--- src/hdl/aof_pkg.sv ---
// Purpose: Shared constants for the converter output port formatter.
// Assumes: One encode clock domain; straps and sync arrive as raw pins.
// Notes: Register offsets, field positions and pipeline counts live here.
package aof_pkg;
	// Width of one sample word.
	localparam int unsigned SAMPLE_W = 12;
	// Encode cycles from sampling edge to output for the common path.
	localparam int unsigned LAT_MAIN = 14;
	// Encode cycles to output for the earlier word of a parallel pair.
	localparam int unsigned LAT_LONG = 15;
	// Pipeline depth; the output register adds the last stage.
	localparam int unsigned PIPE_D = LAT_LONG - 1;
	// Cycles of refill after a configuration change.
	localparam logic [4:0] FILL_CYC = 5'h0f;
	// Strap bit positions inside the synchronised strap vector.
	localparam int unsigned STRAP_FMT = 0;
	localparam int unsigned STRAP_MODE = 1;
	localparam int unsigned STRAP_ARR = 2;
	localparam int unsigned STRAP_FS = 3;
	localparam int unsigned STRAP_W = 4;
	// Register offsets on the plain register port.
	localparam logic [3:0] REG_STATUS = 4'h0;
	localparam logic [3:0] REG_MASK = 4'h1;
	localparam logic [3:0] REG_CONFIG = 4'h2;
	// Status and mask bit positions.
	localparam int unsigned ST_OVER = 0;
	localparam int unsigned ST_SYNC = 1;
	localparam int unsigned ST_CFG = 2;
	localparam int unsigned ST_W = 3;
	// Reset value of the interrupt mask: all events masked.
	localparam logic [2:0] MASK_RST = 3'h0;
	// Config register field: refill done flag position.
	localparam int unsigned CFG_VALID = 4;
endpackage

--- src/hdl/aof_formatter.sv ---
// Purpose: Output formatter for a 12-bit sampling converter.
// Assumes: clk_sys_i is the encode clock; the core hands one code per edge.
// Notes: Straps and sync are pins and pass the three-stage synchroniser.
//
// The address map and strobed register access were left to the implementer.
`timescale 1ns/1ps
// Function
// - Format strap selects two's complement or offset
// - Mode strap selects dual ports or differential
// - Arrangement strap: parallel rising, or split edges
// - Interleaved ports change half clock apart
// - Sync aligns A earlier, B later sample
// - Differential mode ignores the sync input
// - Port B carries 12 bits plus overrange
// - Port A carries 12 bits, same coding
// - Differential word on true/complement pairs
// - Differential overrange as true/complement pair
// - Unconnected straps read low by default
// - One sample per rising encode edge
// - Dual mode data clock is encode halved
// - Differential data clock toggles at encode rate
// - Latency 14/14 interleaved, 14/15 parallel
module aof_formatter
(
	// Clock and reset.
	input wire logic clk_sys_i,
	input wire logic rst_n_i,
	// Conversion core result.
	input wire logic [11:0] core_code_i,
	input wire logic core_over_i,
	// Mode straps.
	input wire logic format_select_strap_i,
	input wire logic output_mode_strap_i,
	input wire logic port_arrangement_strap_i,
	input wire logic full_scale_strap_i,
	// Data sync pair.
	input wire logic sync_in_true_i,
	input wire logic sync_in_comp_i,
	// Dual single-ended ports.
	output logic [11:0] port_a_o,
	output logic or_a_o,
	output logic [11:0] port_b_o,
	output logic or_b_o,
	// Differential bus.
	output logic [11:0] diff_true_o,
	output logic [11:0] diff_comp_o,
	output logic or_true_o,
	output logic or_comp_o,
	// Data clock pair and pipeline status.
	output logic data_clock_out_true_o,
	output logic data_clock_out_comp_o,
	output logic data_valid_o,
	// Register port.
	input wire logic [3:0] reg_addr_i,
	input wire logic [7:0] reg_wdata_i,
	input wire logic reg_wr_i,
	input wire logic reg_rd_i,
	output logic [7:0] reg_rdata_o,
	output logic irq_o
);
	// One pipeline word: overrange above the code.
	typedef logic [12:0] aof_word_t;

	// All state of the formatter.
	typedef struct packed {
		aof_word_t [aof_pkg::PIPE_D-1:0] pipe;
		logic phase;
		logic [11:0] port_a;
		logic or_a;
		logic [11:0] port_b;
		logic or_b;
		logic [11:0] diff_t;
		logic [11:0] diff_c;
		logic or_t;
		logic or_c;
		logic dco_t;
		logic dco_c;
		logic [aof_pkg::STRAP_W-1:0] strap_q;
		logic sync_q;
		logic [4:0] fill;
		logic valid;
		logic [aof_pkg::ST_W-1:0] status;
		logic [aof_pkg::ST_W-1:0] mask;
		logic [7:0] rdata;
		logic irq;
	} aof_st_t;

	aof_st_t st;
	aof_st_t next_st;

	// Synchronised strap levels.
	logic [aof_pkg::STRAP_W-1:0] strap;
	// Synchronised sync pair.
	logic [1:0] sync_lvl;

	// Straps read low until a driven high level settles.
	aof_pin_sync #(
		.W(aof_pkg::STRAP_W)
	) u_strap_sync (
		.clk_sys_i(clk_sys_i),
		.rst_n_i(rst_n_i),
		.pin_i({full_scale_strap_i, port_arrangement_strap_i,
			output_mode_strap_i, format_select_strap_i}),
		.level_o(strap)
	);

	// The sync pair is another asynchronous pin group.
	aof_pin_sync #(
		.W(2)
	) u_ds_sync (
		.clk_sys_i(clk_sys_i),
		.rst_n_i(rst_n_i),
		.pin_i({sync_in_comp_i, sync_in_true_i}),
		.level_o(sync_lvl)
	);

	// Decoded modes from the settled straps.
	logic twos;
	logic dual;
	logic inter;
	// Sync asserted when true is high and complement low.
	logic sync_on;
	// Rising edge of the settled sync level.
	logic sync_edge;
	// Words taken from the two pipeline taps.
	aof_word_t tap_main;
	aof_word_t tap_long;

	assign twos = strap[aof_pkg::STRAP_FMT];
	assign dual = !strap[aof_pkg::STRAP_MODE];
	assign inter = strap[aof_pkg::STRAP_ARR];
	// An idle pair, true low and complement high, never asserts.
	assign sync_on = sync_lvl[0] && !sync_lvl[1];
	assign sync_edge = sync_on && !st.sync_q;
	assign tap_main = st.pipe[aof_pkg::LAT_MAIN-2];
	assign tap_long = st.pipe[aof_pkg::LAT_LONG-2];

	// Recode a raw offset binary code; two's complement flips the MSB.
	function automatic logic [11:0] fmt(input logic [11:0] code,
		input logic tc);
		fmt = {code[11] ^ tc, code[10:0]};
	endfunction

	// Next-state logic for pipeline, ports, clock and registers.
	always_comb
	begin
		next_st = st;
		// Capture one code per rising encode edge.
		next_st.pipe[0] = {core_over_i, core_code_i};
		for (int i = 1; i < aof_pkg::PIPE_D; i++)
		begin
			next_st.pipe[i] = st.pipe[i-1];
		end
		// The output clock toggles every encode cycle; a dual-mode sync edge can hold it once.
		next_st.dco_t = st.phase;
		next_st.dco_c = !st.phase;
		next_st.phase = !st.phase;
		next_st.sync_q = sync_on;
		if (dual)
		begin
			// Differential drivers are parked low.
			next_st.diff_t = '0;
			next_st.diff_c = '0;
			next_st.or_t = 1'b0;
			next_st.or_c = 1'b0;
			// Sync restarts the pair so A holds the earlier word.
			if (sync_edge)
			begin
				next_st.phase = 1'b0;
			end
			if (inter)
			begin
				// A moves on the falling clock edge, B on the rising.
				if (!st.phase)
				begin
					// Port A, 14 cycles latency.
					next_st.port_a = fmt(tap_main[11:0], twos);
					next_st.or_a = tap_main[12];
				end
				else
				begin
					// Port B, 14 cycles latency.
					next_st.port_b = fmt(tap_main[11:0], twos);
					next_st.or_b = tap_main[12];
				end
			end
			else if (st.phase)
			begin
				// Both ports move on the rising clock edge.
				next_st.port_a = fmt(tap_long[11:0], twos);
				next_st.or_a = tap_long[12];
				next_st.port_b = fmt(tap_main[11:0], twos);
				next_st.or_b = tap_main[12];
			end
		end
		else
		begin
			// Dual ports are parked low; sync has no effect here.
			next_st.port_a = '0;
			next_st.or_a = 1'b0;
			next_st.port_b = '0;
			next_st.or_b = 1'b0;
			// One word per encode cycle on complementary pairs.
			next_st.diff_t = fmt(tap_main[11:0], twos);
			next_st.diff_c = ~fmt(tap_main[11:0], twos);
			// Overrange travels beside the word.
			next_st.or_t = tap_main[12];
			next_st.or_c = !tap_main[12];
		end
		// A strap change restarts the refill count.
		next_st.strap_q = strap;
		if (strap != st.strap_q)
		begin
			next_st.fill = '0;
			next_st.valid = 1'b0;
		end
		else if (st.fill != aof_pkg::FILL_CYC)
		begin
			next_st.fill = st.fill + 5'h01;
		end
		else
		begin
			next_st.valid = 1'b1;
		end
		// Register read: data stand in the following cycle only.
		next_st.rdata = '0;
		if (reg_rd_i)
		begin
			if (reg_addr_i == aof_pkg::REG_STATUS)
			begin
				next_st.rdata = 8'({st.status});
				next_st.status = '0;
			end
			else if (reg_addr_i == aof_pkg::REG_MASK)
			begin
				next_st.rdata = 8'({st.mask});
			end
			else if (reg_addr_i == aof_pkg::REG_CONFIG)
			begin
				next_st.rdata = 8'({st.valid, strap});
			end
		end
		// Mask is the one writable register.
		if (reg_wr_i && reg_addr_i == aof_pkg::REG_MASK)
		begin
			next_st.mask = reg_wdata_i[aof_pkg::ST_W-1:0];
		end
		// Events set sticky bits after the clear, so a set wins.
		if (st.valid && (st.or_a || st.or_b || st.or_t))
		begin
			next_st.status[aof_pkg::ST_OVER] = 1'b1;
		end
		if (dual && sync_edge)
		begin
			next_st.status[aof_pkg::ST_SYNC] = 1'b1;
		end
		if (strap != st.strap_q)
		begin
			next_st.status[aof_pkg::ST_CFG] = 1'b1;
		end
		next_st.irq = |(next_st.status & next_st.mask);
	end

	// Register the whole state; phase starts high so the clock toggles at once.
	always_ff @(posedge clk_sys_i or negedge rst_n_i)
	begin
		if (!rst_n_i)
		begin
			st <= '0;
			st.phase <= 1'b1;
			st.dco_c <= 1'b1;
			st.mask <= aof_pkg::MASK_RST;
		end
		else
		begin
			st <= next_st;
		end
	end

	// Every output is a flip-flop of the state.
	assign port_a_o = st.port_a;
	assign or_a_o = st.or_a;
	assign port_b_o = st.port_b;
	assign or_b_o = st.or_b;
	assign diff_true_o = st.diff_t;
	assign diff_comp_o = st.diff_c;
	assign or_true_o = st.or_t;
	assign or_comp_o = st.or_c;
	assign data_clock_out_true_o = st.dco_t;
	assign data_clock_out_comp_o = st.dco_c;
	assign data_valid_o = st.valid;
	assign reg_rdata_o = st.rdata;
	assign irq_o = st.irq;

	// Straps have been steady long enough for checks on the data path.
	logic steady;
	assign steady = st.valid && strap == st.strap_q;
endmodule // aof_formatter

--- src/hdl/aof_pin_sync.sv ---
// Purpose: Three-stage pin synchroniser with agreement filter.
// Assumes: Input is asynchronous to clk_sys_i.
// Notes: The output moves only when stages two and three agree.
`timescale 1ns/1ps
module aof_pin_sync #(
	parameter int unsigned W = 1
)
(
	// Clock and reset.
	input wire logic clk_sys_i,
	input wire logic rst_n_i,
	// Raw pin levels.
	input wire logic [W-1:0] pin_i,
	// Filtered levels.
	output logic [W-1:0] level_o
);
	// All state of the synchroniser.
	typedef struct packed {
		logic [W-1:0] ff1;
		logic [W-1:0] ff2;
		logic [W-1:0] ff3;
		logic [W-1:0] lvl;
	} aof_sync_st_t;

	aof_sync_st_t st;
	aof_sync_st_t next_st;

	// Shift the chain; the first stage feeds only the second.
	always_comb
	begin
		next_st = st;
		next_st.ff1 = pin_i;
		next_st.ff2 = st.ff1;
		next_st.ff3 = st.ff2;
		// Accept a change only once two settled stages agree.
		for (int i = 0; i < W; i++)
		begin
			if (st.ff2[i] == st.ff3[i])
			begin
				next_st.lvl[i] = st.ff3[i];
			end
		end
	end

	// Register the state; low after reset, matching the pulldowns.
	always_ff @(posedge clk_sys_i or negedge rst_n_i)
	begin
		if (!rst_n_i)
		begin
			st <= '0;
		end
		else
		begin
			st <= next_st;
		end
	end

	assign level_o = st.lvl;
endmodule // aof_pin_sync

--- config.mk ---
export PLATFORM = sky130hd
export DESIGN_NAME = aof_formatter
export DESIGN_NICKNAME = d
export VERILOG_FILES = /design/src/hdl/aof_pkg.sv /design/src/hdl/aof_formatter.sv /design/src/hdl/aof_pin_sync.sv
export SDC_FILE = /design/constraint.sdc
export NUM_CORES = 1
export LEC_CHECK = 0
export ABC_AREA = 1
export BUFFER_PORTS_ARGS = -buffer_cell sky130_fd_sc_hd__buf_4
export CORE_ASPECT_RATIO = 0.5
export CORE_UTILIZATION = 30
export CTS_CLUSTER_DIAMETER = 30
export DETAILED_ROUTE_END_ITERATION = 10
export SETUP_SLACK_MARGIN = 0.1
export SLEW_MARGIN = 10
export SYNTH_ARGS = -nofsm -noshare
export SYNTH_HDL_FRONTEND = slang
export SYNTH_SLANG_ARGS = --single-unit
export TNS_END_PERCENT = 5
--- constraint.sdc ---
create_clock -name clk_sys_i -period 2.69 [get_ports clk_sys_i]
set_input_delay 0.6725 -clock clk_sys_i [delete_from_list [all_inputs] [get_ports clk_sys_i]]
set_output_delay 0.6725 -clock clk_sys_i [all_outputs]
set_load 0.005 [all_outputs]
Word-level counts from Yosys, hierarchy flattened
Index checks and enable logic that the tools add are counted.
{ "word_totals": {"ff_bits": 287, "in_bits": 35, "output_inout_bits": 64} }
{ "op_classes": {"addsub": 1, "n_eq_ne": 12, "n_mux": 20, "bitwise_logic": 4, "reduce_logical": 18} }
{ "ops": {"columns": ["operator", "n"], "rows": [
  ["$mux 26", 2],
  ["$mux 52", 1],
  ["$mux 13", 2],
  ["$mux 5", 5],
  ["$not 12->12", 1],
  ["$mux 3", 3],
  ["$eq 1x1->1", 6],
  ["$mux 1", 6],
  ["$mux 6", 1],
  ["$add 5x1->5 const B", 1],
  ["$logic_and 1x1->1", 5],
  ["$logic_not 1->1", 5],
  ["$ne 5x4->1 const B", 1],
  ["$eq 4x1->1 const B", 1],
  ["$eq 4x2->1 const B", 1],
  ["$logic_not 4->1", 1],
  ["$ne 4x4->1", 1],
  ["$reduce_bool 2->1", 2],
  ["$and 3x3->3", 1],
  ["$ne 3x3->1 const B", 1],
  ["$reduce_bool 3->1", 1],
  ["$reduce_or 3->1", 1],
  ["$logic_or 1x1->1", 2],
  ["$ne 2x2->1 const B", 1],
  ["2 further kinds", 3]
]} }

Logic depth before layout (Yosys ltp)
{ "logic_depth": {"word_depth": 7, "ltp_mapped": 9, "mapped_depth_nobuf": 8} }

Modules after synthesis
A second synthesis with hierarchy kept.
{ "unflattened": {"cells_unflattened": 621, "hier_area_um2": 8886.0} }
{ "by_module_without_submodules": {"columns": ["mod", "instances", "cells_per_inst", "area_each_um2"], "rows": [
  ["aof_formatter", 1, 567, 8142.8],
  ["aof_pin_sync at u_strap_sync", 1, 36, 495.5],
  ["aof_pin_sync at u_ds_sync", 1, 18, 247.7]
]} }

Least setup slack after synthesis
OpenSTA, ideal clock, no wires.
{ "synth_timing": {"path_kind": "register -> register", "startpoint": "register st[16] in the netlist's numbering", "endpoint": "register st[19] in the netlist's numbering", "setup_time_ns": 0.119, "arrival_ns": 1.359, "required_ns": 2.571, "setup_slack_ns": 1.213, "path_stages_with_launch": 8, "path_buffers": 0, "period_less_slack_ns": 1.477, "path_cell_list": "dfrtp_1 -> ha_1 -> and3_1 -> ha_1 -> inv_1 -> nand4_1 -> xor2_1 -> nor2_1"} }
{ "synth_between": {"elab_chain_cells": 3, "elab_cells_between_ends": 5} }
{ "synth_rtl": {"columns": ["element", "line_no", "source"], "rows": [
  ["start: declaration", "aof_formatter.sv:88", "aof_st_t st;"],
  ["start signal: assignment", "aof_formatter.sv:276", "st <= next_st;"],
  ["$add 5x1->5", "aof_formatter.sv:219", "next_st.fill = st.fill + 5'h01;"],
  ["$mux 5", "aof_formatter.sv:217", "else if (st.fill != aof_pkg::FILL_CYC)"],
  ["$mux 6", "aof_formatter.sv:212", "if (strap != st.strap_q)"]
]} }
Parallel ways exist; a longest one is shown, timed or not. The select of a mux whose other input is x is not followed.
A chain may end at the register's enable or synchronous reset.

Worst setup path in the final report
{ "layout_timing": {"startpoint": "register u_strap_sync.st, in the netlist u_strap_sync.level_o[1]", "endpoint": "register st, in the netlist port_a_o[1]"} }
{ "layout_between": {"elab_chain_cells": 2, "elab_cells_between_ends": 4} }
{ "layout_rtl": {"columns": ["element", "line_no", "source"], "rows": [
  ["start: declaration", "aof_pin_sync.sv:25", "aof_sync_st_t st;"],
  ["start signal: assignment", "aof_pin_sync.sv:54", "st <= next_st;"],
  ["$ne 3x3->1 (no source line) / $reduce_bool 3->1 (equally long branches)", null, null],
  ["$reduce_and 2->1 (no source line)", null, null]
]} }
Parallel ways exist; a longest one is shown, timed or not.

==> results.sh <==
export IMPL_cts_tree="built"
export IMPL_drc=0
export IMPL_clkPwrFrac_pct=50.1
export IMPL_cts_buffers=40
export IMPL_cp_common_cell="nand2_4"
export IMPL_die_h_um=123
export IMPL_slew_violations=0
export IMPL_criticalPathCategory="reg2reg"
export IMPL_seq_area_frac_synth_pct=80.5
export IMPL_worst_path_largest_cell_delay_ns=0.56
export IMPL_insertion_delay_ns=0.52
export IMPL_ioPinCount=99
export IMPL_postLayoutCoreUtil_pct=39.3
export IMPL_final_setup_viol_count=0
export IMPL_yosysTopAreaCellShare_pct=79.9
export IMPL_antenna_found_initial=0
export IMPL_finClkSkew_ns=0.0208
export IMPL_p_switching_w=0.00247
export IMPL_rsz0062_at_grt="no"
export IMPL_arrival_ns=2.31
export IMPL_cts_sinks=284
export IMPL_power_frac_comb_pct=6.7
export IMPL_required_ns=3.07
export IMPL_pwr_density_cell_nw_per_um2=998
export IMPL_avgRoutedWirePerCell_um=12.9
export IMPL_via_count=4221
export IMPL_place_area_um2=9630
export IMPL_die_width_um=245
export IMPL_first_pass_iters=4
export IMPL_slew_headroom_pct=55.5
export IMPL_wl_mm=14.0
export IMPL_syn2layout_area_growth_pct=25.8
export IMPL_final_area_um2=11100
export IMPL_start_util_pct=31.2
export IMPL_yosysUniqueCellTypes=32
export IMPL_grt_max_degree=89
export IMPL_nNetsFinal=713
export IMPL_cts_buffer_depth=3
export IMPL_min_period_ns=1.93
export IMPL_diodes=0
export IMPL_p_sw_share_pct=22.3
export IMPL_status="finished, final reports clean"
export IMPL_leakage_nw=5.33
export IMPL_root_buffer="clkbuf_16"
export IMPL_path_clk_slew_ns=0.05
export IMPL_synth_async_reset_ratio_pct=100
export IMPL_dieArea_um2=30200
export IMPL_synth_top_area_cell="dfrtp_1"
export IMPL_irDropWorstVdd_uv=367
export IMPL_ctsHoldBuffers=0
export IMPL_timing_hold_ws_ns=0.149
export IMPL_sequentialPowerShare_pct=43.2
export IMPL_synthTopCellsByCount="dfrtp_1 (282), nand2_1 (93), buf_4 (57)"
export IMPL_holdCritPathClass="in2async"
export IMPL_ys_ff_latch=284
export IMPL_hpwlAfterDp_mm=8.78
export IMPL_drtAntennaViolNets=0
export IMPL_synthFlopType="dfrtp_1"
export IMPL_slowest_stage="dfrtp_1"
export IMPL_yosys_warnings=0
export IMPL_r2r_cells=6
export IMPL_synth_edf_count=0
export IMPL_cp_max_fo=18
export IMPL_total_power_w=0.0111
export IMPL_syn_avg_cell_area_um2=14.8
export IMPL_worstMarginPinSlew_ns=0.667
export IMPL_syn_inst=598
export IMPL_finalSetupTns_ns=0
export IMPL_drtIter0Drc=218
export IMPL_place_gp_congestion=0.793
export IMPL_fp_row_count=43
export IMPL_timing_fmax_mhz=517
export IMPL_drive_gt1_share_pct=28.7
export IMPL_grtUsageTotal_pct=9.80
export IMPL_grt_pass1_vias=4591
export IMPL_cap_violations=0
export IMPL_htreeDepth=2
export IMPL_setup_worst_path_start_class="register"
export IMPL_synth_most_common_cell="dfrtp_1"
export IMPL_cts_resized=0
export IMPL_crit_chain="inv_8 -> nand2_4 -> o21ai_4 -> inv_4 -> nand2_4 -> o21ai_0"
export IMPL_finalHoldViolCount=0
export IMPL_netlist_area_um2=8830
export IMPL_end_kind="register"
export IMPL_fin_crit_sh_pct=71.9
export IMPL_io_buffers=90
export IMPL_p_int_w=0.00862
export IMPL_grt_pass1_wl_mm=22.9
export IMPL_avgViaCountPerCell=3.87
export IMPL_grt_ovfl_total=0
export IMPL_coreArea_um2=28300
export IMPL_post_cts_repair_setup_buffers=0
export IMPL_ys_top_cells_by_area="dfrtp_1 (80%), buf_4 (4.8%), nand2_1 (4.0%), o21ai_0 (1.8%), inv_1 (1.8%)"
==> state kept, by name, indices dropped and copies added (netlist names), 2 cells and up <==
signal and cells:
next_st 157, st 16, tap_long 13, tap_main 13, diff_comp_o 12, diff_true_o 12
port_a_o 12, port_b_o 12, u_strap_sync.next_st 8, reg_rdata_o 5, u_ds_sync.next_st 4, u_strap_sync.level_o 4
u_strap_sync.st 4, u_ds_sync.level_o 2, u_ds_sync.st 2
==> layout make-up <==
| cell class | instances | area (um^2) |
|---|---|---|
| fill | 2637 | 17200 |
| sequential | 284 | 7110 |
| clock buffer | 50 | 1130 |
| multi-input combinational | 204 | 1050 |
| timing repair buffer | 101 | 816 |
| tap | 382 | 478 |
| clock inverter | 24 | 345 |
| inverter | 45 | 181 |
==> routing by layer <==
metal  share of wire (%)  vias up  global-route usage, %
li1                    -     1971                      -
met1                  42     2144                   11.5
met2                  51       64                   16.7
met3                 3.7       42                   2.50
met4                 3.5        0                   5.39
met5                   0        -                      0
==> power groups by stage <==
stage / clock, W / combinational (W) / sequential [W]
detailed placement: 0 / 0.000757 / 0.00487
finish: 0.00556 / 0.000740 / 0.00479
global placement: 0 / 0.000738 / 0.00485
floorplan: 0 / 0.000495 / 0.00479
global route: 0.00590 / 0.000835 / 0.00483
CTS: 0.00571 / 0.000764 / 0.00480
==> logic make-up (layout without fill, tap and decap cells) <==
| kind of cell | Yosys count | count (layout) | share of synthesized area, % |
|---|---|---|---|
| compound gates | 49 | 49 | 3.41 |
| xor+xnor | 3 | 3 | 0.298 |
| fa+ha+maj | 8 | 8 | 0.963 |
| buf+inv | 112 | 220 | 7.71 |
| flops | 284 | 284 | 80.5 |
| other cells | 1 | 3 | 0.0425 |
| simple gates | 141 | 141 | 7.08 |
==> stage by stage <==
step           cells  setup WS [ns]
2_1_floorplan    600           1.21
3_3_place_gp    1016          0.808
3_5_place_dp    1016          0.744
4_1_cts         1090          0.715
5_1_grt         1090          0.567
6_report        1090          0.757
==> path summary, 6_finish.rpt <==
path | to | startpoint | slack [ns]
setup / recovery | port_a_o[1] | u_strap_sync.level_o[1] | 0.76
hold / removal | next_st[106] | rst_n_i | 0.15
setup reg to reg | port_a_o[1] | u_strap_sync.level_o[1] | 0.76
hold reg to reg | next_st[182] | next_st[169] | 0.33
max in group asynchronous | next_st[156] | rst_n_i | 1.83
min in group clk_sys_i | u_strap_sync.next_st[9] | output_mode_strap_i | 0.27
==> worst max-delay path: cells and delay by family (launching register included) <==
kind | cells | cell delay, ns
AO/OA/AOI/OAI | 2 | 0.54
buffers and inverters | 2 | 0.32
flip-flops | 1 | 0.56
AND/OR/NAND/NOR | 2 | 0.37
==> cells in the final DEF, fill, tap and decap left out, types with 9 or more instances in the layout <==
cell         n
inv_1       42
buf_4       96
nor2_1      18
dfrtp_1    282
nand2_1     93
o21ai_2      9
clkbuf_16   41
nand3_1      9
o21ai_0     32
Power figures use the tool's default switching activity.
